$ cat src/rtl/pbc_pkg.sv
package pbc_pkg;

  // ==========================================================
  // Register indices (host-side register port)
  localparam logic [3:0] ADDR_POWER_CONTROL     = 4'h0;
  localparam logic [3:0] ADDR_BACKUP_MEMORY_A   = 4'h1;
  localparam logic [3:0] ADDR_BACKUP_MEMORY_B   = 4'h2;
  localparam logic [3:0] ADDR_BACKUP_MEMORY_C   = 4'h3;
  localparam logic [3:0] ADDR_BACKUP_MEMORY_D   = 4'h4;
  localparam logic [3:0] ADDR_BUCK_ONE_NORMAL   = 4'h5;
  localparam logic [3:0] ADDR_BUCK_ONE_STANDBY  = 4'h6;
  localparam logic [3:0] ADDR_BUCK_ONE_SLEEP    = 4'h7;
  localparam logic [3:0] ADDR_BUCK_ONE_MODE     = 4'h8;
  localparam logic [3:0] ADDR_BUCK_ONE_CONFIG   = 4'h9;
  localparam int         BACKUP_BYTES           = 4;

  // ==========================================================
  // Implemented-bit masks (unassigned bits read zero)
  localparam logic [7:0] MASK_POWER_CONTROL = 8'hdf;
  localparam logic [7:0] MASK_VOLTAGE       = 8'h1f;
  localparam logic [7:0] MASK_MODE          = 8'h2f;
  localparam logic [7:0] MASK_CONFIG        = 8'h7d;

  // ==========================================================
  // Field positions
  localparam int POS_LDO_SHORT_PROTECT  = 7;
  localparam int POS_STANDBY_POLARITY   = 6;
  localparam int POS_STANDBY_DELAY_LO   = 3;
  localparam int POS_DEBOUNCE_LO        = 2;
  localparam int POS_LONG_LOW_OFF       = 1;
  localparam int POS_AUTO_RESTART       = 0;
  localparam int POS_OFF_MODE           = 5;
  localparam int POS_STEP_RATE          = 6;
  localparam int POS_PHASE_LO           = 4;
  localparam int POS_FREQ_LO            = 2;
  localparam int POS_CURRENT_LIMIT      = 0;

  // ==========================================================
  // Reset values
  localparam logic [7:0] RESET_POWER_CONTROL = 8'h08;
  localparam logic [7:0] RESET_BACKUP        = 8'h00;

  // ==========================================================
  // Timing
  localparam int CLK_HZ             = 20_000_000;
  localparam int SLOW_HZ            = 32_768;
  localparam int SLOW_DIV           = CLK_HZ / SLOW_HZ;
  localparam int LONG_LOW_S         = 4;
  localparam int LONG_LOW_TICKS     = LONG_LOW_S * SLOW_HZ;
  localparam int STEP_FAST_NS       = 2000;
  localparam int STEP_SLOW_NS       = 4000;
  localparam int CLK_PERIOD_NS      = 50;
  localparam int STEP_FAST_CYC      = STEP_FAST_NS / CLK_PERIOD_NS;
  localparam int STEP_SLOW_CYC      = STEP_SLOW_NS / CLK_PERIOD_NS;
  localparam int DEBOUNCE_TICKS0    = 1;
  localparam int DEBOUNCE_TICKS1    = 8;
  localparam int DEBOUNCE_TICKS2    = 32;
  localparam int DEBOUNCE_TICKS3    = 128;

  // ==========================================================
  // Carried groups
  typedef struct packed {
    logic       write;
    logic       read;
    logic [3:0] addr;
    logic [7:0] wdata;
  } pbc_req_t;

  typedef struct packed {
    logic [7:0] normal_volt;
    logic [7:0] standby_volt;
    logic [7:0] sleep_volt;
    logic [7:0] mode;
    logic [7:0] config_reg;
  } pbc_otp_t;

endpackage

$ cat src/rtl/pbc_backup_mem.sv
`timescale 1ns/1ps
module pbc_backup_mem #(
  parameter int BYTES = pbc_pkg::BACKUP_BYTES
) (
  // Clock and coin-cell reset
  input  wire logic                 ref_clk,
  input  wire logic                 coin_rst_b,
  // Write port
  input  wire logic                 wr_en,
  input  wire logic [1:0]           wr_sel,
  input  wire logic [7:0]           wr_data,
  // Contents
  output logic      [BYTES*8-1:0]   mem_flat
);

  // ==========================================================
  // Byte storage
  // Only the coin-cell reset clears these; main reset never reaches them
  logic [7:0] mem_q [BYTES];

  genvar gi;
  generate
    for (gi = 0; gi < BYTES; gi++) begin : g_byte
      always_ff @(posedge ref_clk or negedge coin_rst_b) begin
        if (!coin_rst_b) begin
          mem_q[gi] <= pbc_pkg::RESET_BACKUP;
        end else if (wr_en && wr_sel == 2'(gi)) begin
          mem_q[gi] <= wr_data;
        end
      end
      assign mem_flat[gi*8 +: 8] = mem_q[gi];
    end
  endgenerate

endmodule

$ cat src/rtl/pbc_slow_tick.sv
`timescale 1ns/1ps
module pbc_slow_tick #(
  parameter int DIV = pbc_pkg::SLOW_DIV
) (
  // Clock and reset
  input  wire logic ref_clk,
  input  wire logic rst_b,
  // One-cycle pulse per 32 kHz period
  output logic      tick
);

  // ==========================================================
  // Divider; remainder of the integer divide is ignored
  logic [15:0] cnt_q;

  always_ff @(posedge ref_clk or negedge rst_b) begin
    if (!rst_b) begin
      cnt_q <= 16'h0000;
      tick  <= 1'b0;
    end else if (cnt_q == 16'(DIV - 1)) begin
      cnt_q <= 16'h0000;
      tick  <= 1'b1;
    end else begin
      cnt_q <= cnt_q + 16'h0001;
      tick  <= 1'b0;
    end
  end

endmodule

$ cat src/rtl/pbc_regs.sv
`timescale 1ns/1ps
// Operation
// - Short-protect bit set: shut down any LDO reporting current limit.
// - Standby polarity bit: 0 pin active high, 1 pin active low.
// - Standby delay field: 0 to 3 slow-clock periods before standby entry.
// - Standby delay resets to code 01, one slow-clock period.
// - Debounce field selects filter time on the enable pin.
// - Long-low bit set: enable held low four seconds forces off mode.
// - Auto-restart plus power config: restart after long-low power-off.
// - Backup bytes survive main battery loss while coin cell present.
// - Backup bytes cleared only by coin-cell reset.
// - Five-bit normal voltage code for buck one.
// - Five-bit standby voltage code for buck one.
// - Five-bit sleep voltage code for buck one.
// - Buck registers load reset values from OTP configuration.
// - Off-mode bit picks off or sleep after buck turn-off.
// - Four-bit switching mode for buck one.
// - Step-rate bit: 25 mV per 2 us or per 4 us.
// - Two-bit phase select for buck one.
// - Two-bit frequency select for buck one.
// - Current-limit bit: 0 about 4 A, 1 about 2 A.
// - Every register readable and writable at any time; buck writes in the first cycle after reset are lost to the OTP load.
module pbc_regs #(
  parameter int LDO_COUNT      = 6,
  parameter int LONG_LOW_TICKS = pbc_pkg::LONG_LOW_TICKS
) (
  // Clock and resets
  input  wire logic                 ref_clk,
  input  wire logic                 rst_b,
  input  wire logic                 coin_rst_b,
  // Register port
  input  wire pbc_pkg::pbc_req_t    req,
  output logic      [7:0]           rdata_q,
  // OTP defaults
  input  wire pbc_pkg::pbc_otp_t    otp,
  // Pins and status
  input  wire logic                 standby_request_pin,
  input  wire logic                 enable_pin,
  input  wire logic                 power_config_select,
  input  wire logic [LDO_COUNT-1:0] ldo_current_limit,
  input  wire logic                 buck_one_turn_off,
  // Controls out
  output logic [LDO_COUNT-1:0]      ldo_shutdown_q,
  output logic                      standby_active_q,
  output logic                      enable_filtered_q,
  output logic                      off_mode_q,
  output logic                      restart_q,
  output logic [4:0]                buck_one_vset_q,
  output logic                      buck_one_sleep_q,
  output logic                      buck_one_off_q,
  output logic [3:0]                buck_one_mode_q,
  output logic                      buck_one_step_q,
  output logic [1:0]                buck_one_phase_q,
  output logic [1:0]                buck_one_freq_q,
  output logic                      buck_one_ilim_low_q
);

  // ==========================================================
  // Register storage
  logic [7:0] pwr_q;
  logic [7:0] volt_q;
  logic [7:0] standby_request_pin_q;
  logic [7:0] sleep_q;
  logic [7:0] mode_q;
  logic [7:0] conf_q;
  logic [31:0] mem_flat;
  logic        tick;
  logic        wr;

  assign wr = req.write;

  // Power control; only implemented bits stored
  always_ff @(posedge ref_clk or negedge rst_b) begin
    if (!rst_b) begin
      pwr_q <= pbc_pkg::RESET_POWER_CONTROL;
    end else if (wr && req.addr == pbc_pkg::ADDR_POWER_CONTROL) begin
      pwr_q <= req.wdata & pbc_pkg::MASK_POWER_CONTROL;
    end
  end

  // Buck registers: OTP values captured one cycle after reset release,
  // since an async reset may only load constants
  logic otp_loaded_q;

  always_ff @(posedge ref_clk or negedge rst_b) begin
    if (!rst_b) begin
      otp_loaded_q <= 1'b0;
    end else begin
      otp_loaded_q <= 1'b1;
    end
  end

  always_ff @(posedge ref_clk or negedge rst_b) begin
    if (!rst_b) begin
      volt_q  <= 8'h00;
      standby_request_pin_q  <= 8'h00;
      sleep_q <= 8'h00;
      mode_q  <= 8'h00;
      conf_q  <= 8'h00;
    end else if (!otp_loaded_q) begin
      volt_q  <= otp.normal_volt & pbc_pkg::MASK_VOLTAGE;
      standby_request_pin_q  <= otp.standby_volt & pbc_pkg::MASK_VOLTAGE;
      sleep_q <= otp.sleep_volt & pbc_pkg::MASK_VOLTAGE;
      mode_q  <= otp.mode & pbc_pkg::MASK_MODE;
      conf_q  <= otp.config_reg & pbc_pkg::MASK_CONFIG;
    end else if (wr) begin
      case (req.addr)
        pbc_pkg::ADDR_BUCK_ONE_NORMAL:  volt_q  <= req.wdata & pbc_pkg::MASK_VOLTAGE;
        pbc_pkg::ADDR_BUCK_ONE_STANDBY: standby_request_pin_q  <= req.wdata & pbc_pkg::MASK_VOLTAGE;
        pbc_pkg::ADDR_BUCK_ONE_SLEEP:   sleep_q <= req.wdata & pbc_pkg::MASK_VOLTAGE;
        pbc_pkg::ADDR_BUCK_ONE_MODE:    mode_q  <= req.wdata & pbc_pkg::MASK_MODE;
        pbc_pkg::ADDR_BUCK_ONE_CONFIG:  conf_q  <= req.wdata & pbc_pkg::MASK_CONFIG;
        default: begin
        end
      endcase
    end
  end

  // ==========================================================
  // Backup bytes on the coin-cell domain reset
  logic mem_wr;
  assign mem_wr = wr && req.addr >= pbc_pkg::ADDR_BACKUP_MEMORY_A
                     && req.addr <= pbc_pkg::ADDR_BACKUP_MEMORY_D;

  pbc_backup_mem #(
    .BYTES (pbc_pkg::BACKUP_BYTES)
  ) u_mem (
    .ref_clk    (ref_clk),
    .coin_rst_b (coin_rst_b),
    .wr_en      (mem_wr),
    .wr_sel     (2'(req.addr - pbc_pkg::ADDR_BACKUP_MEMORY_A)),
    .wr_data    (req.wdata),
    .mem_flat   (mem_flat)
  );

  // Read mux, registered; accepted in every state
  always_ff @(posedge ref_clk or negedge rst_b) begin
    if (!rst_b) begin
      rdata_q <= 8'h00;
    end else if (req.read) begin
      case (req.addr)
        pbc_pkg::ADDR_POWER_CONTROL:    rdata_q <= pwr_q;
        pbc_pkg::ADDR_BACKUP_MEMORY_A:  rdata_q <= mem_flat[7:0];
        pbc_pkg::ADDR_BACKUP_MEMORY_B:  rdata_q <= mem_flat[15:8];
        pbc_pkg::ADDR_BACKUP_MEMORY_C:  rdata_q <= mem_flat[23:16];
        pbc_pkg::ADDR_BACKUP_MEMORY_D:  rdata_q <= mem_flat[31:24];
        pbc_pkg::ADDR_BUCK_ONE_NORMAL:  rdata_q <= volt_q;
        pbc_pkg::ADDR_BUCK_ONE_STANDBY: rdata_q <= standby_request_pin_q;
        pbc_pkg::ADDR_BUCK_ONE_SLEEP:   rdata_q <= sleep_q;
        pbc_pkg::ADDR_BUCK_ONE_MODE:    rdata_q <= mode_q;
        pbc_pkg::ADDR_BUCK_ONE_CONFIG:  rdata_q <= conf_q;
        default:                        rdata_q <= 8'h00;
      endcase
    end
  end

  // ==========================================================
  // Slow clock tick
  pbc_slow_tick #(
    .DIV (pbc_pkg::SLOW_DIV)
  ) u_tick (
    .ref_clk (ref_clk),
    .rst_b   (rst_b),
    .tick    (tick)
  );

  // ==========================================================
  // LDO short protection; latched until the bit is cleared
  always_ff @(posedge ref_clk or negedge rst_b) begin
    if (!rst_b) begin
      ldo_shutdown_q <= '0;
    end else if (!pwr_q[pbc_pkg::POS_LDO_SHORT_PROTECT]) begin
      ldo_shutdown_q <= '0;
    end else begin
      ldo_shutdown_q <= ldo_shutdown_q | ldo_current_limit;
    end
  end

  // ==========================================================
  // Standby entry with polarity and delay
  logic       standby_request_pin_req;
  logic [1:0] standby_request_pin_cnt_q;
  assign standby_request_pin_req = standby_request_pin ^ pwr_q[pbc_pkg::POS_STANDBY_POLARITY];

  always_ff @(posedge ref_clk or negedge rst_b) begin
    if (!rst_b) begin
      standby_request_pin_cnt_q       <= 2'b00;
      standby_active_q <= 1'b0;
    end else if (!standby_request_pin_req) begin
      standby_request_pin_cnt_q       <= 2'b00;
      standby_active_q <= 1'b0;
    end else if (standby_request_pin_cnt_q == pwr_q[pbc_pkg::POS_STANDBY_DELAY_LO +: 2]) begin
      standby_active_q <= 1'b1;
    end else if (tick) begin
      standby_request_pin_cnt_q <= standby_request_pin_cnt_q + 2'b01;
    end
  end

  // ==========================================================
  // Enable pin debounce; field overlaps delay bits as laid out
  logic [1:0] dbnc_sel;
  logic [7:0] dbnc_lim;
  logic [7:0] dbnc_cnt_q;
  assign dbnc_sel = pwr_q[pbc_pkg::POS_DEBOUNCE_LO +: 2];

  always_comb begin
    case (dbnc_sel)
      2'b00:   dbnc_lim = 8'(pbc_pkg::DEBOUNCE_TICKS0);
      2'b01:   dbnc_lim = 8'(pbc_pkg::DEBOUNCE_TICKS1);
      2'b10:   dbnc_lim = 8'(pbc_pkg::DEBOUNCE_TICKS2);
      default: dbnc_lim = 8'(pbc_pkg::DEBOUNCE_TICKS3);
    endcase
  end

  always_ff @(posedge ref_clk or negedge rst_b) begin
    if (!rst_b) begin
      dbnc_cnt_q        <= 8'h00;
      enable_filtered_q <= 1'b0;
    end else if (enable_pin == enable_filtered_q) begin
      dbnc_cnt_q <= 8'h00;
    end else if (dbnc_cnt_q >= dbnc_lim) begin
      enable_filtered_q <= enable_pin;
      dbnc_cnt_q        <= 8'h00;
    end else if (tick) begin
      dbnc_cnt_q <= dbnc_cnt_q + 8'h01;
    end
  end

  // ==========================================================
  // Long-low off and automatic restart
  logic [17:0] low_cnt_q;

  always_ff @(posedge ref_clk or negedge rst_b) begin
    if (!rst_b) begin
      low_cnt_q  <= 18'h00000;
      off_mode_q <= 1'b0;
      restart_q  <= 1'b0;
    end else begin
      restart_q <= 1'b0;
      if (enable_filtered_q) begin
        low_cnt_q <= 18'h00000;
        off_mode_q <= 1'b0;
      end else if (low_cnt_q == 18'(LONG_LOW_TICKS)) begin
        if (pwr_q[pbc_pkg::POS_LONG_LOW_OFF] && !off_mode_q) begin
          off_mode_q <= 1'b1;
          restart_q  <= pwr_q[pbc_pkg::POS_AUTO_RESTART] & power_config_select;
        end
      end else if (tick) begin
        low_cnt_q <= low_cnt_q + 18'h00001;
      end
    end
  end

  // ==========================================================
  // Buck one control outputs
  always_ff @(posedge ref_clk or negedge rst_b) begin
    if (!rst_b) begin
      buck_one_vset_q     <= 5'h00;
      buck_one_sleep_q    <= 1'b0;
      buck_one_off_q      <= 1'b0;
      buck_one_mode_q     <= 4'h0;
      buck_one_step_q     <= 1'b0;
      buck_one_phase_q    <= 2'b00;
      buck_one_freq_q     <= 2'b00;
      buck_one_ilim_low_q <= 1'b0;
    end else begin
      if (buck_one_turn_off) begin
        buck_one_sleep_q <= mode_q[pbc_pkg::POS_OFF_MODE];
        buck_one_off_q   <= !mode_q[pbc_pkg::POS_OFF_MODE];
      end
      if (buck_one_turn_off ? mode_q[pbc_pkg::POS_OFF_MODE] : buck_one_sleep_q) begin
        buck_one_vset_q <= sleep_q[4:0];
      end else if (standby_active_q) begin
        buck_one_vset_q <= standby_request_pin_q[4:0];
      end else begin
        buck_one_vset_q <= volt_q[4:0];
      end
      buck_one_mode_q     <= mode_q[3:0];
      buck_one_step_q     <= conf_q[pbc_pkg::POS_STEP_RATE];
      buck_one_phase_q    <= conf_q[pbc_pkg::POS_PHASE_LO +: 2];
      buck_one_freq_q     <= conf_q[pbc_pkg::POS_FREQ_LO +: 2];
      buck_one_ilim_low_q <= conf_q[pbc_pkg::POS_CURRENT_LIMIT];
    end
  end

endmodule

$ cat config.mk
export PLATFORM = sky130hd
export DESIGN_NAME = pbc_regs
export DESIGN_NICKNAME = d
export VERILOG_FILES = /design/src/rtl/pbc_pkg.sv /design/src/rtl/pbc_backup_mem.sv /design/src/rtl/pbc_slow_tick.sv /design/src/rtl/pbc_regs.sv
export SDC_FILE = /design/constraint.sdc
export NUM_CORES = 1
export LEC_CHECK = 0
export BUFFER_PORTS_ARGS = -buffer_cell sky130_fd_sc_hd__buf_2
export CORE_AREA = 5 5 119 121
export DETAILED_ROUTE_END_ITERATION = 6
export DIE_AREA = 0 0 124 126
export GPL_TIMING_DRIVEN = 0
export PLACE_DENSITY = 0.82
export SLEW_MARGIN = 20
export SYNTH_ARGS = -nofsm -noshare
export SYNTH_HDL_FRONTEND = slang
export SYNTH_SLANG_ARGS = --single-unit
$ cat constraint.sdc
create_clock -name ref_clk -period 3.3 [get_ports ref_clk]
set_input_delay 0.33 -clock ref_clk [delete_from_list [all_inputs] [get_ports ref_clk]]
set_output_delay 0.33 -clock ref_clk [all_outputs]
set_load 0.02 [all_outputs]
==> impl_results.rst, run 1 <==
.. list-table::
   :header-rows: 1

   * - Metric
     - Value
   * - Number of hold violations in the final report
     - 0
   * - Post-route DRC violation count
     - 0
   * - Final count of pins violating max slew
     - 0
   * - Cell count after synthesis
     - 641
   * - CTS tree
     - done
   * - Total Die Area
     - 15600 µm²
   * - Worst reg2reg endpoint
     - enable_filtered_q$_DFFE_PN0P_
   * - Via count
     - 5448
   * - Critical path data required time
     - 3610 ps
   * - Depth of the CTS H-tree
     - 4
   * - Number of iterations in the first detailed-routing pass
     - 5
   * - Synth Area in XOR/XNOR
     - 4.00%
   * - Adder-cell share of the synthesized area
     - 1.61%
   * - YS warnings
     - 0
   * - Worst skew pair latency
     - 430 ps
   * - Diodes inserted
     - 0
   * - Core area
     - 13000 µm²
   * - Area added between synthesis and finish
     - 19.2%
   * - Starting Density
     - 53.9%
   * - Overall track demand over capacity in global routing
     - 24.4%
   * - Clock buffer count from CTS
     - 17
   * - Buffer type at the clock tree root
     - sky130_fd_sc_hd__clkbuf_16
   * - Vertical die dimension
     - 126 µm
   * - Clock skew
     - 8.43 ps
   * - Antenna violations before repair
     - 1
   * - Minimum clock period
     - 2550 ps
   * - Ranking of synthesized cells by instance count
     - sky130_fd_sc_hd__dfrtp_1 (145), sky130_fd_sc_hd__nor2_1 (80), sky130_fd_sc_hd__mux2_2 (50)
   * - Area used by multi-input combinational logic
     - 3140 µm²
   * - CP max stage cell
     - sky130_fd_sc_hd__dfstp_2
   * - Final total negative setup slack
     - 0 ps
   * - Share of post-route cells with drive strength above 1
     - 22.6%
   * - Worst max-slew margin expressed relative to the limit
     - 37.2%
   * - Final setup slack of the worst path
     - 748 ps
   * - Worst setup timing slack at the placement stage
     - 770 ps
   * - Boundary pin count
     - 102
   * - Least-Margin Pin Slew
     - 937 ps
   * - Number of rows created at floorplan
     - 42
   * - Combinational family with the most area after synthesis
     - multiplexers
   * - Wire length of the first global-routing pass
     - 29.6 mm
   * - Overflow after GRT
     - 0
   * - Area leader, netlist
     - sky130_fd_sc_hd__dfrtp_1
   * - Sink Count
     - 146
   * - Simple-Gate Fraction of Synth Area
     - 14.5%
   * - Crit path max fanout
     - 7
   * - Setup slack on the worst flop-to-flop path
     - 750 ps
   * - Count of unique library cells instantiated by Yosys
     - 56
   * - Gpl congestion
     - 0.931
   * - Worst voltage drop across the vdd grid
     - 0.000396 V
   * - Post-detailed-route count of antenna-violating nets
     - 0
   * - Top_reg_cell synth
     - sky130_fd_sc_hd__dfrtp_1
   * - Initial drt markers
     - 494
   * - Kind of path behind the tightest hold check
     - in2reg
   * - Share of the cycle needed by the critical path after routing
     - 77.3%
   * - Synth Cell Area
     - 7000 µm²
   * - Reported leakage power
     - 3.60 nW
   * - Endpoint kind of the worst setup timing path
     - register
   * - Outcome
     - finished clean
   * - Kind of critical path
     - reg2reg
   * - Routed WL per cell
     - 19.4 µm
   * - Number of synthesized flops with an enable pin
     - 0
   * - Crit path DAT
     - 2860 ps
   * - Pwr/cell area
     - 615 nW/µm²
   * - Kind of launch point of the worst setup path
     - register
   * - Startpoint of the most critical register-to-register path
     - pwr_q[3]$_DFFE_PN1P_
   * - Achievable frequency
     - 392 MHz
   * - Sequential fraction of the synthesis area
     - 52.2%
   * - Fraction of the mapped netlist area in compound gates
     - 9.60%
   * - Filler cells
     - 1022
   * - Per-instance average area after synthesis
     - 10.9 µm²
   * - Maximum number of pins on one net before global-route repair
     - 59
   * - Flip-flop and latch area
     - 3650 µm²
   * - Number of nets produced by synthesis
     - 717
   * - List of cells traversed by the critical path
     - nor2_1, ha_1, or4b_1, a211o_1, a211oi_1, mux2_2
   * - Multiplexer share of the synthesized area
     - 15.1%
   * - Number of cells traversed by the worst register-to-register path
     - 6
   * - Cell types with the largest area share after synthesis
     - sky130_fd_sc_hd__dfrtp_1 (52%), sky130_fd_sc_hd__mux2_2 (8.0%), sky130_fd_sc_hd__mux2i_1 (6.4%)
   * - Nets@finish
     - 818
   * - Placed wire-length estimate after detailed placement
     - 12.9 mm
   * - Horiz. Die Dim
     - 124 µm
   * - Most instantiated library cell after synthesis
     - sky130_fd_sc_hd__dfrtp_1
   * - Count of buffers from port buffering
     - 79
   * - Async SR Flop Fraction
     - 100%
   * - Routed wire length
     - 18.0 mm
   * - Number of maximum-capacitance violations
     - 0
   * - Number of register bits inferred by synthesis
     - 146
   * - Vias in the first global route
     - 5712
   * - Origin of the worst setup path
     - pwr_q[3]$_DFFE_PN1P_
   * - Crit path largest cell delay
     - 610 ps
   * - CP Capture Point
     - enable_filtered_q$_DFFE_PN0P_
   * - Vias per inst
     - 5.85
   * - Maximum buffer depth of the clock tree
     - 2
   * - Yosys top cell area share
     - 51.8%
   * - Setup repair after global routing missed its margin
     - no
   * - Number of buffers added for setup after CTS
     - 0
   * - Endpoints failing setup
     - 0
   * - Clock-pin slew on the worst setup and hold paths
     - 60 ps
layout by cell type (no fill, tap or decap), types with 3 or more instances in the layout:
| master | count |
|---|---|
| sky130_fd_sc_hd__nand2_1 | 31 |
| sky130_fd_sc_hd__nand4_1 | 13 |
| sky130_fd_sc_hd__mux2_2 | 50 |
| sky130_fd_sc_hd__o21ai_0 | 6 |
| sky130_fd_sc_hd__inv_1 | 15 |
| sky130_fd_sc_hd__and3_1 | 8 |
| sky130_fd_sc_hd__nor4b_1 | 3 |
| sky130_fd_sc_hd__buf_1 | 6 |
| sky130_fd_sc_hd__o31ai_1 | 4 |
| sky130_fd_sc_hd__o2bb2ai_1 | 4 |
| sky130_fd_sc_hd__clkbuf_16 | 17 |
| sky130_fd_sc_hd__xnor2_1 | 19 |
| sky130_fd_sc_hd__a32o_1 | 4 |
| sky130_fd_sc_hd__nor4bb_1 | 3 |
| sky130_fd_sc_hd__nor3_1 | 8 |
| sky130_fd_sc_hd__a211o_1 | 3 |
| sky130_fd_sc_hd__or3_1 | 4 |
| sky130_fd_sc_hd__ha_1 | 9 |
| sky130_fd_sc_hd__buf_2 | 81 |
| sky130_fd_sc_hd__xor2_1 | 13 |
| sky130_fd_sc_hd__nor2_1 | 80 |
| sky130_fd_sc_hd__o21a_1 | 8 |
| sky130_fd_sc_hd__mux2i_1 | 45 |
| sky130_fd_sc_hd__nand2b_1 | 7 |
| sky130_fd_sc_hd__o311ai_0 | 4 |
| sky130_fd_sc_hd__clkbuf_1 | 28 |
| sky130_fd_sc_hd__bufinv_16 | 6 |
| sky130_fd_sc_hd__a31oi_1 | 5 |
| sky130_fd_sc_hd__nor2b_1 | 12 |
| sky130_fd_sc_hd__clkinvlp_4 | 6 |
| sky130_fd_sc_hd__nand3_1 | 12 |
| sky130_fd_sc_hd__and2_1 | 4 |
| sky130_fd_sc_hd__dfrtp_1 | 145 |
| sky130_fd_sc_hd__nor4_1 | 5 |
| sky130_fd_sc_hd__a22oi_1 | 3 |
| sky130_fd_sc_hd__or4_1 | 4 |
| sky130_fd_sc_hd__a21oi_1 | 41 |
| sky130_fd_sc_hd__a211oi_1 | 3 |
worst min-delay path by stage:
stage | start | end | slack (ps) | cells past startpoint
2_1_floorplan | rst_b | buck_one_freq_q[0]$_DFF_PN0_ | 30 | 0
3_3_place_gp | mode_q[0]$_DFFE_PN0P_ | buck_one_mode_q[0]$_DFF_PN0_ | 400 | 0
3_5_place_dp | rst_b | ldo_shutdown_q[3]$_DFF_PN0_ | 340 | 1
4_1_cts | ldo_current_limit[0] | ldo_shutdown_q[0]$_DFF_PN0_ | 100 | 2
5_1_grt | ldo_current_limit[2] | ldo_shutdown_q[2]$_DFF_PN0_ | 110 | 2
6_report | ldo_current_limit[0] | ldo_shutdown_q[0]$_DFF_PN0_ | 120 | 2
critical path, delay by kind of cell, from the launching register on:
kind                       cells  cell delay, ps
muxes                          1             370
and+or+nand+nor                2             550
adders and majority gates      1             270
AOI/OAI and AO/OA              2             640
DFF                            1             610
per-stage QoR:
step / hold WS [ps] / std cells / cell area, µm² / total power [mW] / util [%]
floorplan: 34.4 / 641 / 7000 / 2.64 / -
detailed placement: 341 / 897 / 7650 / 2.95 / 58.9
CTS: 104 / 931 / 8340 / 5.15 / 64.3
global placement: 396 / 896 / 7610 / 2.90 / 58.7
global route: 114 / 931 / 8340 / 5.32 / 64.3
finish: 119 / 931 / 8340 / 5.13 / 64.3
power breakdown:
part	internal, mW	switching, mW	leakage (nW)
clock	1.43	0.763	0.310
combinational	0.338	0.450	1.48
sequential	2.00	0.147	1.82
total	3.77	1.36	3.60
cells by family after synthesis:
kind of cell	Yosys count
and+or+nand+nor	203
muxes	97
DFF	146
AOI/OAI and AO/OA	100
xor gates and xnor gates	32
adders and majority gates	9
other	1
buffers and inverters	53
final cells by class:
cell class / instances / area share [%]
flip-flops and latches: 146 / 43.8
multi-input cells: 442 / 37.7
repair buffers: 82 / 5.38
clock buffers: 18 / 5.26
clock inverters: 14 / 2.82
well taps: 176 / 2.64
plain buffers: 37 / 1.71
inverters: 16 / 0.720
state kept, by name, indices dropped and copies added (netlist names), 4 cells and up:
name / count
pwr_q: 7
standby_request_pin_q: 5
mode_q: 5
dbnc_cnt_q: 8
u_tick.cnt_q: 16
volt_q: 5
sleep_q: 5
rdata_q: 8
conf_q: 6
ldo_shutdown_q: 6
buck_one_mode_q: 4
buck_one_vset_q: 5
low_cnt_q: 18
u_mem.mem_flat: 32
repair_timing:
action / CTS / global route
hold buffers: 2 / 0
hold endpoints to repair: 89 / 0
resized for setup: 0 / 0
metal layers:
metal | track usage (%) | routed length, µm | vias to the layer above
met5 | 0 | 13 | -
met2 | 40.1 | 9010 | 230
met3 | 6.55 | 1210 | 39
li1 | - | - | 2486
met4 | 8.12 | 351 | 2
met1 | 31.2 | 7460 | 2691
Power figures use the tool's default switching activity.
==> run 2, diff against run 1 <==
==> constraint.sdc (replaced) <==
create_clock -name ref_clk -period 2.6 [get_ports ref_clk]
set_input_delay 0.26 -clock ref_clk [delete_from_list [all_inputs] [get_ports ref_clk]]
set_output_delay 0.26 -clock ref_clk [all_outputs]
set_load 0.02 [all_outputs]
==> impl_results.rst, run 2 (same netlist as run 1, synthesis figures left out) <==
.. list-table::
   :header-rows: 1

   * - Metric
     - Value
   * - Outcome
     - finished clean
   * - Routed wire length
     - 18.0 mm
   * - Post-route standard cell area excluding fillers
     - 8360 µm²
   * - Total Die Area
     - 15600 µm²
   * - Maximum buffer depth of the clock tree
     - 2
   * - List of cells traversed by the critical path
     - nor2_1, ha_1, or4b_1, a211o_1, a2111o_1, nor2_1
   * - Number of maximum-capacitance violations
     - 0
   * - Final core area utilization
     - 64.4%
   * - Share of the cycle needed by the critical path after routing
     - 94.2%
   * - Worst skew pair latency
     - 430 ps
   * - Crit path DAT
     - 2800 ps
   * - Least-Margin Pin Slew
     - 929 ps
   * - Cell family with the largest share of critical-path delay
     - compound AO/OA/AOI/OAI gates
   * - Final total negative setup slack
     - 0 ps
   * - Number of hold violations in the final report
     - 0
   * - Minimum clock period
     - 2450 ps
   * - Setup repair after global routing missed its margin
     - no
   * - Filler cells
     - 1017
   * - Most common cell after layout, fill and taps aside
     - sky130_fd_sc_hd__dfrtp_1
   * - Via count
     - 5428
   * - Initial drt markers
     - 528
   * - Placed wire-length estimate after detailed placement
     - 12.9 mm
   * - Horiz. Die Dim
     - 124 µm
   * - Most used cell, CP
     - sky130_fd_sc_hd__nor2_1
   * - Crit path max fanout
     - 8
   * - Placed Cells incl. Taps
     - 897
   * - Core area
     - 13000 µm²
   * - Worst voltage drop across the vdd grid
     - 0.000500 V
   * - Reported leakage power
     - 3.62 nW
   * - Kind of critical path
     - reg2reg
   * - Worst max-slew margin expressed relative to the limit
     - 37.7%
   * - Critical path data required time
     - 2950 ps
   * - Clock skew
     - 10.4 ps
   * - Pwr/cell area
     - 779 nW/µm²
   * - Kind of path behind the tightest hold check
     - in2reg
   * - Post-detailed-route count of antenna-violating nets
     - 0
   * - Clock buffer count from CTS
     - 17
   * - Area used by multi-input combinational logic
     - 3150 µm²
   * - Wire length of the first global-routing pass
     - 29.6 mm
   * - Boundary pin count
     - 102
   * - Starting Density
     - 53.9%
   * - Area added between synthesis and finish
     - 19.5%
   * - Final count of pins violating max slew
     - 0
   * - Overall track demand over capacity in global routing
     - 24.4%
   * - Endpoints failing setup
     - 0
   * - Endpoint kind of the worst setup timing path
     - register
   * - Depth of the CTS H-tree
     - 4
   * - Number of rows created at floorplan
     - 42
   * - Post-route DRC violation count
     - 0
   * - Cell area reported after detailed placement
     - 7650 µm²
   * - Nets@finish
     - 820
   * - Buffer type at the clock tree root
     - sky130_fd_sc_hd__clkbuf_16
   * - Commonest cells after routing, fill and taps aside
     - sky130_fd_sc_hd__dfrtp_1 (145), sky130_fd_sc_hd__buf_2 (81), sky130_fd_sc_hd__nor2_1 (80)
   * - Count of buffers from port buffering
     - 79
   * - CP max stage cell
     - sky130_fd_sc_hd__dfstp_2
   * - Sink Count
     - 146
   * - Kind of launch point of the worst setup path
     - register
   * - Buffer and inverter count on the worst path
     - 0
   * - Largest register FFs
     - 32
   * - Diodes inserted
     - 0
   * - Vertical die dimension
     - 126 µm
   * - Share of post-route cells with drive strength above 1
     - 23.0%
   * - Maximum number of pins on one net before global-route repair
     - 59
   * - Gpl congestion
     - 0.931
   * - Achievable frequency
     - 408 MHz
   * - Routed WL per cell
     - 19.3 µm
   * - Flip-flop and latch area
     - 3650 µm²
   * - Number of iterations in the first detailed-routing pass
     - 5
   * - CTS tree
     - done
   * - Vias per inst
     - 5.82
   * - Vias in the first global route
     - 5712
   * - Crit path largest cell delay
     - 570 ps
   * - Overflow after GRT
     - 0
   * - Non-Filler Instances
     - 933
   * - Antenna violations before repair
     - 1
   * - Clock-pin slew on the worst setup and hold paths
     - 60 ps
==> run 2: cell types whose count changed in the layout (fill, tap and decap cells not counted), sizes merged <==
cell | previous run | this run
buf | 89 | 91
==> run 2: cell type report <==
type	count	area share, %
Sequential cell	146	43.7
Inverter	16	0.718
Tap cell	176	2.63
Clock inverter	14	2.81
Timing Repair Buffer	84	5.55
Buffer	37	1.71
Clock buffer	18	5.25
Multi-Input combinational cell	442	37.6
==> run 2: power by group <==
part           internal [mW]  total, mW  switching [mW]
sequential              2.53       2.72           0.184
combinational          0.441       1.02           0.580
clock                   1.82       2.78           0.958
total                   4.79       6.51            1.72
==> run 2: layer usage <==
metal | global-route usage (%) | part of all wire, % | wire [µm]
met5 | 0 | 0.072 | 13
met4 | 8.12 | 1.8 | 318
met3 | 6.55 | 6.3 | 1140
met2 | 40.1 | 50 | 9040
met1 | 31.2 | 42 | 7510
==> run 2: through the flow <==
stage / worst slack (ps) / hold slack (ps) / total power [mW]
6_report: 151 / 50.6 / 6.51
5_1_grt: 53.4 / 43.6 / 6.76
4_1_cts: 32.2 / 33.5 / 6.54
3_5_place_dp: 70.0 / 271 / 3.74
3_3_place_gp: 9.59 / 339 / 3.68
2_1_floorplan: 270 / -35.6 / 3.35
==> run 2: worst reg2reg max path: cells and delay by family (launching register included) <==
family                   cells  cell delay, ps
AO/OA/AOI/OAI                2             850
AND/OR/NAND/NOR              3             700
flip-flops                   1             570
adder cells (fa/ha/maj)      1             270
==> run 2: timing repair <==
item / CTS / global route
hold endpoints to repair: 89 / 0
hold buffers: 2 / 0
buffers inserted: 0 / 2
resized for setup: 0 / 1
endpoints found under the setup margin: 0 / 6
==> run 2: worst paths after layout <==
path / start / endpoint / slack [ps] / cells after the start
worst max-delay path: pwr_q[3]$_DFFE_PN1P_ / dbnc_cnt_q[0]$_DFFE_PN0P_ / 150 / 6
worst min-delay path: ldo_current_limit[0] / ldo_shutdown_q[0]$_DFF_PN0_ / 50 / 2
worst max register to register: pwr_q[3]$_DFFE_PN1P_ / dbnc_cnt_q[0]$_DFFE_PN0P_ / 150 / 6
worst min register to register: mode_q[0]$_DFFE_PN0P_ / buck_one_mode_q[0]$_DFF_PN0_ / 410 / 0
max in group asynchronous: rst_b / pwr_q[3]$_DFFE_PN1P_ / 1510 / 3
min in group asynchronous: rst_b / ldo_shutdown_q[4]$_DFF_PN0_ / 380 / 2
